File: src/core_exec_pkg.sv
// constants, field layouts, register offsets and state type of the core executor
package core_exec_pkg;

  // widths of the datapath
  localparam int INSTR_W = 14;
  localparam int DATA_W = 8;
  localparam int PC_W = 13;
  localparam int MEM_ADDR_W = 7;
  localparam int TARGET_W = 11;
  localparam int LATCH_W = 5;
  localparam int STACK_DEPTH = 8;
  localparam int BUS_ADDR_W = 8;

  // instruction word fields
  localparam int OPC_LSB = 11;
  localparam int OPC_W = 3;
  localparam int DEST_BIT = 7;
  localparam int LATCH_HI_LSB = 3;
  localparam int PC_HI_W = 2;

  // opcodes of the executed subset
  localparam logic [2:0] OPC_NOP = 3'h0;
  localparam logic [2:0] OPC_WATCHDOG_CLEAR = 3'h1;
  localparam logic [2:0] OPC_CALL = 3'h2;
  localparam logic [2:0] OPC_COMPLEMENT = 3'h3;
  localparam logic [2:0] OPC_REG_CLEAR = 3'h4;
  localparam logic [2:0] OPC_ACC_CLEAR = 3'h5;
  localparam logic [2:0] OPC_DECREMENT = 3'h6;
  localparam logic [2:0] OPC_DEC_SKIP_ZERO = 3'h7;

  // register byte offsets
  localparam logic [7:0] OFF_INSTR = 8'h00;
  localparam logic [7:0] OFF_ACC = 8'h04;
  localparam logic [7:0] OFF_PC = 8'h08;
  localparam logic [7:0] OFF_STATUS = 8'h0C;
  localparam logic [7:0] OFF_LATCH = 8'h10;
  localparam logic [7:0] OFF_WATCHDOG = 8'h14;
  localparam logic [7:0] OFF_STACK_HEAD = 8'h18;
  localparam logic [7:0] OFF_MEM_ADDR = 8'h1C;
  localparam logic [7:0] OFF_MEM_DATA = 8'h20;

  // status register bit positions, and the prescaler's lowest bit in the watchdog register
  localparam int ST_ZERO_BIT = 0;
  localparam int ST_SLEEP_BIT = 3;
  localparam int ST_EXPIRY_BIT = 4;
  localparam int ST_SKIP_BIT = 8;
  localparam int ST_BUSY_BIT = 9;
  localparam int WATCHDOG_PRESCALE_LSB = 8;

  // values after reset, and the prescaler's top count
  localparam logic RST_ZERO = 1'h0;
  localparam logic RST_EXPIRY = 1'h1;
  localparam logic RST_SLEEP = 1'h1;
  localparam logic [7:0] PRESCALE_MAX = 8'hFF;

  // bus responses
  localparam logic [1:0] RESP_OKAY = 2'h0;
  localparam logic [1:0] RESP_SLVERR = 2'h2;

  // execution state, one-hot
  typedef enum logic [1:0] {
    ST_READY = 2'b01,
    ST_CALL_SECOND = 2'b10
  } exec_state_t;

endpackage : core_exec_pkg

File: src/return_stack.sv
// circular return stack holding return addresses pushed by calls
`timescale 1ns/100ps
`default_nettype none
module return_stack
  import core_exec_pkg::*;
#(
  parameter int DEPTH = STACK_DEPTH,
  parameter int WIDTH = PC_W
)
(
  // clock and reset
  input wire logic clock,
  input wire logic rst,
  // push side
  input wire logic push,
  input wire logic [WIDTH-1:0] pushData,
  // head of the stack
  output logic [WIDTH-1:0] head
);

  localparam int PTR_W = $clog2(DEPTH);

  logic [WIDTH-1:0] slot_reg [DEPTH];
  logic [PTR_W-1:0] ptr_reg;
  logic [PTR_W-1:0] ptr_next;

  // pointer wraps, so the oldest entry is overwritten past DEPTH pushes
  assign ptr_next = ptr_reg + PTR_W'(1);
  assign head = slot_reg[ptr_reg];

  //////////////////////////////////////////////////////////////////////////
  // pointer and storage
  always_ff @(posedge clock or posedge rst)
  begin
    if (rst)
    begin
      ptr_reg <= '0;
      for (int i = 0; i < DEPTH; i++)
        slot_reg[i] <= '0;
    end
    else if (push)
    begin
      ptr_reg <= ptr_next;
      slot_reg[ptr_next] <= pushData;
    end
  end

endmodule : return_stack
`default_nettype wire

File: src/axi_lite_regs_slave.sv
// AXI4-Lite slave turning bus transfers into register strobes
`timescale 1ns/100ps
`default_nettype none
module axi_lite_regs_slave
  import core_exec_pkg::*;
#(
  parameter int ADDR_W = BUS_ADDR_W
)
(
  // clock and reset
  input wire logic clock,
  input wire logic rst,
  // write address channel
  input wire logic [ADDR_W-1:0] awaddr,
  input wire logic awvalid,
  output logic awready,
  // write data channel
  input wire logic [31:0] wdata,
  input wire logic [3:0] wstrb,
  input wire logic wvalid,
  output logic wready,
  // write response channel
  output logic [1:0] bresp,
  output logic bvalid,
  input wire logic bready,
  // read address channel
  input wire logic [ADDR_W-1:0] araddr,
  input wire logic arvalid,
  output logic arready,
  // read data channel
  output logic [31:0] rdata,
  output logic [1:0] rresp,
  output logic rvalid,
  input wire logic rready,
  // register side
  output logic wrEn,
  output logic [ADDR_W-1:0] wrAddr,
  output logic [31:0] wrData,
  output logic [3:0] wrStrb,
  input wire logic wrStall,
  input wire logic wrErr,
  output logic [ADDR_W-1:0] rdAddr,
  input wire logic [31:0] rdData,
  input wire logic rdErr
);

  logic awHave_reg;
  logic wHave_reg;
  logic rdPend_reg;

  // commit once both halves are held; a stall keeps the response back
  assign wrEn = awHave_reg && wHave_reg && !bvalid && !wrStall;

  //////////////////////////////////////////////////////////////////////////
  // write address capture
  always_ff @(posedge clock or posedge rst)
  begin
    if (rst)
    begin
      awready <= 1'b1;
      awHave_reg <= 1'b0;
      wrAddr <= '0;
    end
    else
    begin
      if (awvalid && awready)
      begin
        wrAddr <= awaddr;
        awHave_reg <= 1'b1;
        awready <= 1'b0;
      end
      else if (wrEn)
        awHave_reg <= 1'b0;
      if (bvalid && bready)
        awready <= 1'b1;
    end
  end

  // write data capture
  always_ff @(posedge clock or posedge rst)
  begin
    if (rst)
    begin
      wready <= 1'b1;
      wHave_reg <= 1'b0;
      wrData <= '0;
      wrStrb <= '0;
    end
    else
    begin
      if (wvalid && wready)
      begin
        wrData <= wdata;
        wrStrb <= wstrb;
        wHave_reg <= 1'b1;
        wready <= 1'b0;
      end
      else if (wrEn)
        wHave_reg <= 1'b0;
      if (bvalid && bready)
        wready <= 1'b1;
    end
  end

  // write response
  always_ff @(posedge clock or posedge rst)
  begin
    if (rst)
    begin
      bvalid <= 1'b0;
      bresp <= RESP_OKAY;
    end
    else if (wrEn)
    begin
      bvalid <= 1'b1;
      bresp <= wrErr ? RESP_SLVERR : RESP_OKAY;
    end
    else if (bready)
      bvalid <= 1'b0;
  end

  //////////////////////////////////////////////////////////////////////////
  // read path: address one cycle, data the next
  always_ff @(posedge clock or posedge rst)
  begin
    if (rst)
    begin
      arready <= 1'b1;
      rdPend_reg <= 1'b0;
      rdAddr <= '0;
      rvalid <= 1'b0;
      rdata <= '0;
      rresp <= RESP_OKAY;
    end
    else if (arvalid && arready)
    begin
      rdAddr <= araddr;
      arready <= 1'b0;
      rdPend_reg <= 1'b1;
    end
    else if (rdPend_reg)
    begin
      rdata <= rdErr ? 32'h0000_0000 : rdData;
      rresp <= rdErr ? RESP_SLVERR : RESP_OKAY;
      rvalid <= 1'b1;
      rdPend_reg <= 1'b0;
    end
    else if (rvalid && rready)
    begin
      rvalid <= 1'b0;
      arready <= 1'b1;
    end
  end

endmodule : axi_lite_regs_slave
`default_nettype wire

File: src/core_instr_exec.sv
// executor for a subset of an 8-bit core's instructions, behind AXI4-Lite
//
// Contract
// - watchdog clear zeroes counter and prescaler
// - watchdog clear sets expiry and sleep flags
// - call pushes program counter plus one
// - call loads target, upper bits from latch
// - call takes two cycles, flags untouched
// - complement inverts register, updates zero flag
// - register clear writes zero, sets zero
// - decrement subtracts one, updates zero flag
// - accumulator clear zeroes it, sets zero
// - decrement-skip stores result, flags untouched
// - zero result discards next instruction
`timescale 1ns/100ps
`default_nettype none
module core_instr_exec
  import core_exec_pkg::*;
(
  // clock and reset
  input wire logic clock,
  input wire logic rst,
  // watchdog time base
  input wire logic watchdogTick,
  // write address channel
  input wire logic [BUS_ADDR_W-1:0] awaddr,
  input wire logic awvalid,
  output logic awready,
  // write data channel
  input wire logic [31:0] wdata,
  input wire logic [3:0] wstrb,
  input wire logic wvalid,
  output logic wready,
  // write response channel
  output logic [1:0] bresp,
  output logic bvalid,
  input wire logic bready,
  // read address channel
  input wire logic [BUS_ADDR_W-1:0] araddr,
  input wire logic arvalid,
  output logic arready,
  // read data channel
  output logic [31:0] rdata,
  output logic [1:0] rresp,
  output logic rvalid,
  input wire logic rready
);

  // byte-lane merge used by every writable register except status and the instruction word
  function automatic logic [31:0] mergeLanes(input logic [31:0] oldVal,
    input logic [31:0] newVal, input logic [3:0] strb);
    logic [31:0] res;
    res = oldVal;
    for (int i = 0; i < 4; i++)
      if (strb[i])
        res[i*8 +: 8] = newVal[i*8 +: 8];
    return res;
  endfunction : mergeLanes

  logic wrEn;
  logic [BUS_ADDR_W-1:0] wrAddr;
  logic [31:0] wrData;
  logic [3:0] wrStrb;
  logic wrErr;
  logic [BUS_ADDR_W-1:0] rdAddr;
  logic [31:0] rdData;
  logic rdErr;
  logic [PC_W-1:0] stackHead;
  logic wrStall;

  logic [DATA_W-1:0] acc_reg;
  logic [PC_W-1:0] pc_reg;
  logic [LATCH_W-1:0] latch_reg;
  logic zero_reg;
  logic expiry_reg;
  logic sleep_reg;
  logic skip_reg;
  logic [7:0] watchdog_reg;
  logic [7:0] prescale_reg;
  logic [MEM_ADDR_W-1:0] memAddr_reg;
  logic [DATA_W-1:0] mem_reg [2**MEM_ADDR_W];
  exec_state_t state_reg;

  //////////////////////////////////////////////////////////////////////////
  // bus slave and return stack
  axi_lite_regs_slave #(.ADDR_W(BUS_ADDR_W)) busSlave (
    .clock(clock), .rst(rst),
    .awaddr(awaddr), .awvalid(awvalid), .awready(awready),
    .wdata(wdata), .wstrb(wstrb), .wvalid(wvalid), .wready(wready),
    .bresp(bresp), .bvalid(bvalid), .bready(bready),
    .araddr(araddr), .arvalid(arvalid), .arready(arready),
    .rdata(rdata), .rresp(rresp), .rvalid(rvalid), .rready(rready),
    .wrEn(wrEn), .wrAddr(wrAddr), .wrData(wrData), .wrStrb(wrStrb),
    .wrStall(wrStall), .wrErr(wrErr),
    .rdAddr(rdAddr), .rdData(rdData), .rdErr(rdErr)
  );

  logic execValid;
  logic execLive;
  logic [OPC_W-1:0] opcode;
  logic destReg;
  logic [MEM_ADDR_W-1:0] fileAddr;
  logic [TARGET_W-1:0] callTarget;
  logic [DATA_W-1:0] operand;
  logic [DATA_W-1:0] decResult;
  logic [31:0] merged;

  // the second call cycle holds every register write off the bus
  assign wrStall = (state_reg != ST_READY);
  assign execValid = wrEn && (wrAddr == OFF_INSTR);
  assign execLive = execValid && !skip_reg;
  assign opcode = wrData[OPC_LSB +: OPC_W];
  assign destReg = wrData[DEST_BIT];
  assign fileAddr = wrData[MEM_ADDR_W-1:0];
  assign callTarget = wrData[TARGET_W-1:0];
  assign operand = mem_reg[fileAddr];
  assign decResult = operand - DATA_W'(1);

  return_stack #(.DEPTH(STACK_DEPTH), .WIDTH(PC_W)) retStack (
    .clock(clock), .rst(rst),
    .push(execLive && opcode == OPC_CALL),
    .pushData(pc_reg + PC_W'(1)),
    .head(stackHead)
  );

  //////////////////////////////////////////////////////////////////////////
  // register writes from the bus share one merged word
  always_comb
  begin
    merged = 32'h0000_0000;
    case (wrAddr)
      OFF_ACC: merged = mergeLanes(32'(acc_reg), wrData, wrStrb);
      OFF_PC: merged = mergeLanes(32'(pc_reg), wrData, wrStrb);
      OFF_LATCH: merged = mergeLanes(32'(latch_reg), wrData, wrStrb);
      OFF_MEM_ADDR: merged = mergeLanes(32'(memAddr_reg), wrData, wrStrb);
      OFF_MEM_DATA:
        merged = mergeLanes(32'(mem_reg[memAddr_reg]), wrData, wrStrb);
      default: merged = wrData;
    endcase
  end

  // unmapped offsets answer with an error
  always_comb
  begin
    wrErr = 1'b0;
    case (wrAddr)
      OFF_INSTR, OFF_ACC, OFF_PC, OFF_STATUS, OFF_LATCH, OFF_WATCHDOG,
      OFF_STACK_HEAD, OFF_MEM_ADDR, OFF_MEM_DATA: wrErr = 1'b0;
      default: wrErr = 1'b1;
    endcase
  end

  // read mux, reserved bits read as zero
  always_comb
  begin
    rdData = 32'h0000_0000;
    rdErr = 1'b0;
    case (rdAddr)
      OFF_INSTR: rdData = 32'h0000_0000;
      OFF_ACC: rdData = 32'(acc_reg);
      OFF_PC: rdData = 32'(pc_reg);
      OFF_LATCH: rdData = 32'(latch_reg);
      OFF_WATCHDOG: rdData = 32'({prescale_reg, watchdog_reg});
      OFF_STACK_HEAD: rdData = 32'(stackHead);
      OFF_MEM_ADDR: rdData = 32'(memAddr_reg);
      OFF_MEM_DATA: rdData = 32'(mem_reg[memAddr_reg]);
      OFF_STATUS:
      begin
        rdData[ST_ZERO_BIT] = zero_reg;
        rdData[ST_SLEEP_BIT] = sleep_reg;
        rdData[ST_EXPIRY_BIT] = expiry_reg;
        rdData[ST_SKIP_BIT] = skip_reg;
        rdData[ST_BUSY_BIT] = wrStall;
      end
      default: rdErr = 1'b1;
    endcase
  end

  //////////////////////////////////////////////////////////////////////////
  // sequencing: call occupies a second cycle
  always_ff @(posedge clock or posedge rst)
  begin
    if (rst)
      state_reg <= ST_READY;
    else
      case (state_reg)
        ST_READY:
          if (execLive && opcode == OPC_CALL)
            state_reg <= ST_CALL_SECOND;
        ST_CALL_SECOND: state_reg <= ST_READY;
        default: state_reg <= ST_READY;
      endcase
  end

  // discard flag for the instruction after a zero decrement-skip
  always_ff @(posedge clock or posedge rst)
  begin
    if (rst)
      skip_reg <= 1'b0;
    else if (execValid)
      skip_reg <= execLive && opcode == OPC_DEC_SKIP_ZERO
        && decResult == '0;
  end

  // program counter; a discarded slot still advances it
  always_ff @(posedge clock or posedge rst)
  begin
    if (rst)
      pc_reg <= '0;
    else if (execLive && opcode == OPC_CALL)
      pc_reg <= {latch_reg[LATCH_HI_LSB +: PC_HI_W], callTarget};
    else if (execValid)
      pc_reg <= pc_reg + PC_W'(1);
    else if (wrEn && wrAddr == OFF_PC)
      pc_reg <= merged[PC_W-1:0];
  end

  // accumulator
  always_ff @(posedge clock or posedge rst)
  begin
    if (rst)
      acc_reg <= '0;
    else if (execLive)
      case (opcode)
        OPC_COMPLEMENT: if (!destReg) acc_reg <= ~operand;
        OPC_DECREMENT: if (!destReg) acc_reg <= decResult;
        OPC_DEC_SKIP_ZERO:
          if (!destReg) acc_reg <= decResult;
        OPC_ACC_CLEAR: acc_reg <= '0;
        default: acc_reg <= acc_reg;
      endcase
    else if (wrEn && wrAddr == OFF_ACC)
      acc_reg <= merged[DATA_W-1:0];
  end

  // data memory is left unreset, as software must initialise it
  always_ff @(posedge clock)
  begin
    if (execLive)
      case (opcode)
        OPC_COMPLEMENT: if (destReg) mem_reg[fileAddr] <= ~operand;
        OPC_REG_CLEAR: mem_reg[fileAddr] <= '0;
        OPC_DECREMENT, OPC_DEC_SKIP_ZERO:
          if (destReg) mem_reg[fileAddr] <= decResult;
        default: mem_reg[fileAddr] <= operand;
      endcase
    else if (wrEn && wrAddr == OFF_MEM_DATA)
      mem_reg[memAddr_reg] <= merged[DATA_W-1:0];
  end

  // side registers: upper latch and memory window address
  always_ff @(posedge clock or posedge rst)
  begin
    if (rst)
    begin
      latch_reg <= '0;
      memAddr_reg <= '0;
    end
    else if (wrEn && wrAddr == OFF_LATCH)
      latch_reg <= merged[LATCH_W-1:0];
    else if (wrEn && wrAddr == OFF_MEM_ADDR)
      memAddr_reg <= merged[MEM_ADDR_W-1:0];
  end

  // zero flag; call and decrement-skip leave it alone
  always_ff @(posedge clock or posedge rst)
  begin
    if (rst)
      zero_reg <= RST_ZERO;
    else if (execLive)
      case (opcode)
        OPC_COMPLEMENT: zero_reg <= (operand == 8'hFF);
        OPC_DECREMENT: zero_reg <= (decResult == '0);
        OPC_REG_CLEAR, OPC_ACC_CLEAR: zero_reg <= 1'b1;
        default: zero_reg <= zero_reg;
      endcase
    else if (wrEn && wrAddr == OFF_STATUS && wrStrb[0])
      zero_reg <= wrData[ST_ZERO_BIT];
  end

  // expiry and sleep flags: the instruction's set wins over a bus clear
  always_ff @(posedge clock or posedge rst)
  begin
    if (rst)
    begin
      expiry_reg <= RST_EXPIRY;
      sleep_reg <= RST_SLEEP;
    end
    else if (execLive && opcode == OPC_WATCHDOG_CLEAR)
    begin
      expiry_reg <= 1'b1;
      sleep_reg <= 1'b1;
    end
    else if (wrEn && wrAddr == OFF_STATUS && wrStrb[0])
    begin
      expiry_reg <= expiry_reg & wrData[ST_EXPIRY_BIT];
      sleep_reg <= sleep_reg & wrData[ST_SLEEP_BIT];
    end
  end

  // watchdog prescaler and counter; clearing beats a tick
  always_ff @(posedge clock or posedge rst)
  begin
    if (rst)
    begin
      prescale_reg <= '0;
      watchdog_reg <= '0;
    end
    else if (execLive && opcode == OPC_WATCHDOG_CLEAR)
    begin
      prescale_reg <= '0;
      watchdog_reg <= '0;
    end
    else if (watchdogTick)
    begin
      prescale_reg <= prescale_reg + 8'h01;
      if (prescale_reg == PRESCALE_MAX)
        watchdog_reg <= watchdog_reg + 8'h01;
    end
  end
endmodule : core_instr_exec
`default_nettype wire

File: config.mk
export PLATFORM = sky130hd
export DESIGN_NAME = core_instr_exec
export DESIGN_NICKNAME = d
export VERILOG_FILES = /design/src/core_exec_pkg.sv /design/src/return_stack.sv /design/src/axi_lite_regs_slave.sv /design/src/core_instr_exec.sv
export SDC_FILE = /design/constraint.sdc
export NUM_CORES = 2
export LEC_CHECK = 0
export BUFFER_PORTS_ARGS = -buffer_cell sky130_fd_sc_hd__clkbuf_2
export CAP_MARGIN = 5
export CORE_MARGIN = 2
export CORE_UTILIZATION = 30
export CTS_BUF_LIST = sky130_fd_sc_hd__clkbuf_4 sky130_fd_sc_hd__clkbuf_8
export CTS_CLUSTER_SIZE = 12
export DETAILED_ROUTE_END_ITERATION = 10
export PLACE_DENSITY = 0.54
export SLEW_MARGIN = 20
export SYNTH_ARGS = -nofsm -noshare
export SYNTH_HDL_FRONTEND = slang
export SYNTH_SLANG_ARGS = --single-unit
File: constraint.sdc
create_clock -name clock -period 10.43 [get_ports clock]
set_input_delay 1.5645 -clock clock [delete_from_list [all_inputs] [get_ports clock]]
set_output_delay 1.5645 -clock clock [all_outputs]
set_load 0.02 [all_outputs]
Word-level counts from Yosys, hierarchy flattened
Memories as Yosys holds them, arrays and structs flattened.
Index checks and enable logic that the tools add are counted.
W data, S select, Z words.
{ "totals": {"ff_bits": 240, "wordCells": 226, "inputBits": 60, "ramBits": 1024, "n_memories": 1} }
{ "classes": {"addsub": 5, "n_lt_le_gt_ge": 3, "bitwise": 10, "muxes": 82, "eq_ne": 34, "reduce_logical": 55} }
{ "mem_list": {"columns": ["memory", "depth", "word_bits", "read_ports", "rd_clocked_by_memory_dff", "wr", "line_no", "text"], "rows": [
  ["mem_reg", 128, 8, 2, 0, 1, "core_instr_exec.sv:81", "logic [DATA_W-1:0] mem_reg [2**MEM_ADDR_W];"]
]} }
{ "op_table": {"columns": ["cell", "n"], "rows": [
  ["$mux W8", 18],
  ["$bwmux W104", 1],
  ["$mux W13", 6],
  ["$pmux W13 S5", 1],
  ["$eq A8 B5 Y1 const B", 8],
  ["$bmux W13 S3", 1],
  ["$demux W13 S3", 1],
  ["$mux W1", 38],
  ["$eq A8 B4 Y1 const B", 4],
  ["$logic_not A8 Y1", 3],
  ["$pmux W8 S3", 1],
  ["$reduce_bool A2 Y1", 12],
  ["$logic_and A1 B1 Y1", 22],
  ["$pmux W3 S6", 1],
  ["$pmux W6 S3", 1],
  ["$reduce_or A9 Y1", 2],
  ["$add A8 B1 Y8 const B", 2],
  ["$eq A8 B3 Y1 const B", 2],
  ["$eq A8 B6 Y1 const B", 2],
  ["$eq A8 B8 Y1 const B", 2],
  ["$mux W16", 1],
  ["$pmux W2 S8", 1],
  ["$pmux W2 S7", 1],
  ["$reduce_and A2 Y1", 7],
  ["31 further kinds", 51]
]} }

Logic depth before layout (Yosys ltp)
{ "logic_depth": {"depth_word": 11, "mapped_depth": 17, "ltp_nobuf": 10} }

Hierarchy
Synthesis repeated with hierarchy kept, for this count alone.
{ "hier_totals": {"cells_unflattened": 3459, "hier_area_um2": 61248.7} }
{ "modules_own_cells": {"columns": ["module", "cells_per_inst", "n_inst", "seq_area_each_um2", "area_each_um2"], "rows": [
  ["core_instr_exec", 2924, 1, 32129.6, 52580.4],
  ["return_stack", 287, 1, 2677.6, 4844.6],
  ["axi_lite_regs_slave", 248, 1, 2356.0, 3823.7]
]} }

Least setup slack after synthesis
No wires, ideal clock.
{ "synth_path": {"path_type": "register to register", "startpoint": "register busSlave.wrData[0]", "endpoint": "memory mem_reg[0][0] (data pin)", "setup_time_ns": 1.591, "synth_period_minus_slack_ns": 11.509, "t_arrival_ns": 9.919, "path_buffers": 2, "stages_incl_launch_ff": 11, "setup_slack_ns": -1.079, "cell_sequence": "dfrtp_1 buf_4 buf_2 mux4_2 mux4_2 mux4_2 mux2i_4 inv_2 a21oi_1 nor2_1 o41ai_1"} }
{ "synth_between": {"elab_chain_len": 6, "word_cells_on_any_way": 13} }
{ "synth_lines": {"columns": ["item", "line_no", "text"], "rows": [
  ["start, declared", "axi_lite_regs_slave.sv:38", "output logic [31:0] wrData,"],
  ["start signal, assigned", "axi_lite_regs_slave.sv:93", "wrData <= wdata;"],
  ["parallel branches: the longest is 5 deep, another holds $mem_v2 Z128 W8", null, null],
  ["$mux W8 (no line) *", null, null],
  ["end, declared", "core_instr_exec.sv:81", null]
]} }
Every way passes the cells marked *.

Final worst setup path
{ "layout_path": {"startpoint": "register busSlave.wrData[0]", "endpoint": "memory mem_reg[51][5] (data pin)"} }
{ "layout_between": {"elab_chain_len": 6, "word_cells_on_any_way": 7} }
{ "layout_lines": {"columns": ["item"], "rows": [
  ["$mem_v2 Z128 W8 *"],
  ["parallel branches: the longest is 3 deep, another holds $sub A8 B1 Y8"],
  ["$mux W8 (no line) * (2 in series)"]
]} }
Marks and branches as above.

==> impl_metrics.py <==
metrics = {
    "sta": {
        "slew_headroom_pct": 20.0,
        "grt_setup_unrepaired": "no",
        "period_share_pct": 62.1,
        "worst_slew_pin_slew_ns": 1.20,
        "setup_violations": 0,
        "skew_ns": 0.0633,
        "fin_ws_ns": 3.96,
        "period_needed_ns": 6.47,
        "finalHoldViolCount": 0,
        "setup-tns-final_ns": 0,
        "whs_ns": 0.475,
        "fmax_ghz": 0.154,
        "slew_violations": 0,
    },
    "clock_network": {
        "insertion_delay_ns": 0.96,
        "cts_resized": 0,
        "cts_tree": "done",
        "cts_hold_buf": 0,
        "cts_buffers": 204,
        "post_cts_buffers": 0,
        "clock_path_buffers": 3,
        "clock_sinks": 1244,
        "path_clk_slew_ns": 0.06,
        "cts_root_buffer": "clkbuf_8",
        "cts_max_level": 4,
    },
    "logic_synthesis": {
        "synth-compound-area-share_pct": 5.19,
        "synth_xor_area_share_pct": 0.511,
        "synth_cells": 3607,
        "synth.yosys.seq_area_share_pct": 60.7,
        "synth_fa_ha_area_share_pct": 0.147,
        "synth_mux_area_share_pct": 25.6,
        "synth_async_sr_flop_share_pct": 17.7,
        "syn_area_mm2": 0.0597,
        "yosys_warnings": 0,
        "yosys_register_bits": 1244,
        "synth_cell_types": 86,
        "synthSimpleGateAreaFrac_pct": 5.44,
        "synth_edf_count": 1024,
        "synth_top_family_by_area": "multiplexers",
        "syn_avg_cell_area_um2": 16.6,
        "ys_dominant_reg_cell": "edfxtp_1",
    },
    "final_layout": {
        "post-route-util_pct": 34.3,
        "drive_gt1_share_pct": 31.6,
        "regArea_mm2": 0.0363,
        "nets": 3848,
        "areaGrowthSynthToFinish_pct": 13.5,
        "largest_reg_flops": 1024,
        "nFillCells": 18700,
        "final_cells": 6601,
        "final_area_mm2": 0.0678,
        "multiInputGateArea_mm2": 0.0223,
    },
    "grt": {
        "grt_use_total_pct": 19.4,
        "grt_pass1_vias": 36900,
        "grt_overflow": 0,
        "grt_max_degree": 120,
        "grt_pass1_wl_um": 282000,
        "antenna_found_initial": 4,
    },
    "placement": {
        "io_buffers": 62,
        "placed_area_mm2": 0.0637,
        "dp.cells": 6215,
        "dp_hpwl_um": 129000,
        "pre_cts_ws_ns": 3.91,
        "place.gp.congestion": 0.911,
    },
    "detailed_routing": {
        "drc_errors": 0,
        "dr.pass1.iters": 6,
        "ant_nets": 0,
        "vias_per_cell": 5.60,
        "drtIter0Drc": 4798,
        "finalWirelength_um": 199000,
        "wire_per_inst_um": 30.2,
        "via_count": 37000,
    },
    "floorplan": {
        "core_mm2": 0.198,
        "die_x_um": 450,
        "rows": 163,
        "start_util_pct": 30.2,
        "ios": 101,
        "die_h_um": 450,
        "dieArea_mm2": 0.203,
    },
    "pwr": {
        "fin_total_pwr_mw": 20.4,
        "leakagePower_nw": 22.0,
        "power.density_mw_per_mm2": 300,
        "ir_drop_mv": 0.397,
    },
    "critical_path": {
        "worstRegToRegCells": 11,
        "crit_start": "busSlave.wrData[0]",
        "cp_common_cell": "buf_4",
        "cp.required_ns": 11.06,
        "worstPathMaxFanout": 69,
        "cp.arrival_ns": 7.11,
        "path_class": "register to register",
        "crit_end": "mem_reg[51][5]",
        "worstSetupEndpointType": "register",
        "r2r_slack_ns": 3.96,
        "slowest_delay_ns": 0.73,
        "slowest_stage": "dfrtp_4",
        "path_cells": "buf_4, buf_4, mux4_2, mux2i_1, a221oi_1, nor3b_1, a211o_1, mux2_1, a31oi_4, buf_4, buf_4",
        "reg2reg_from": "busSlave.wrData[0]",
        "start_kind": "register",
        "r2r_end": "mem_reg[51][5]",
    },
    "worst_hold_path": {
        "min_path_type": "register to register",
    },
    "flow_run": {
        "drv_cap": 0,
    },
    "run_status": {
        "status": "finished, final reports clean",
    },
}
## worst max-delay path: cells and delay by family, from the launching register on
kind | cells | cell delay, ns
compound gates | 3 | 0.79
buf+inv | 4 | 2.64
flops | 1 | 0.73
mux | 3 | 1.43
simple gates | 1 | 0.35
## area by class of cell
| class | count | share of cell area [%] |
|---|---|---|
| Clock inverter | 101 | 0.949 |
| Sequential cell | 1244 | 53.5 |
| Timing Repair Buffer | 230 | 2.52 |
| Antenna cell | 7 | 0.0258 |
| Tap cell | 2640 | 4.87 |
| Clock buffer | 278 | 5.08 |
| Inverter | 22 | 0.133 |
| Multi-Input combinational cell | 2079 | 32.9 |
## cells by family (layout without fill, tap and decap cells)
logic type	count (synthesis)	after routing
flip-flops	1244	1244
multiplexers	835	835
AND/OR/NAND/NOR	723	723
AO/OA/AOI/OAI	462	462
buffers and inverters	301	631
XOR/XNOR	34	34
adder cells (fa/ha/maj)	7	7
other	1	25
## placed cells by master (no fill, tap or decap), types with 62 or more instances in the layout
master    instances
nand2_1         240
clkbuf_8        217
buf_4           157
mux4_2          544
mux2_2           78
mux2i_1         206
edfxtp_1       1024
dfrtp_1         204
a22oi_1          76
o21ai_0         149
clkbuf_2         62
nor2_1          231
## how the worst min path moves through the flow
stage,start,endpoint,slack [ns],cells past startpoint
finish,retStack.slot_reg[72],retStack.slot_reg[72],0.47,2
floorplan,retStack.slot_reg[15],retStack.slot_reg[15],0.44,2
global route,retStack.slot_reg[69],retStack.slot_reg[69],0.49,2
CTS,busSlave.awHave_reg,busSlave.awHave_reg,0.48,2
detailed placement,busSlave.awHave_reg,busSlave.awHave_reg,0.46,2
global placement,retStack.slot_reg[41],retStack.slot_reg[41],0.46,2
## Yosys cell counts, types with 27 or more instances
master	count	area, um^2
o21ai_0	149	746
dfrtp_1	214	5360
nand2b_1	27	169
buf_2	62	310
buf_4	61	458
clkbuf_1	135	507
mux4_2	544	12300
mux2_2	78	878
a22oi_1	76	571
nand2_1	241	905
nand3_1	46	230
nor2_1	252	946
edfxtp_1	1024	30700
o22ai_1	28	175
a221oi_1	28	245
nor3_1	40	200
mux2i_1	206	2060
a21oi_1	31	155
## where the power goes
part	total [mW]	switching (mW)	internal, mW
combinational	7.89	5.51	2.37
clock	4.35	2.06	2.29
sequential	8.11	0.384	7.72
total	20.4	7.96	12.4
## metal layers
metal / track usage, % / part of all wire [%]
met4: 6.94 / 3.6
met3: 5.23 / 10
met2: 30.5 / 47
met1: 25.7 / 40
met5: 0 / 0.0050
(Power assumes the default switching activity.)
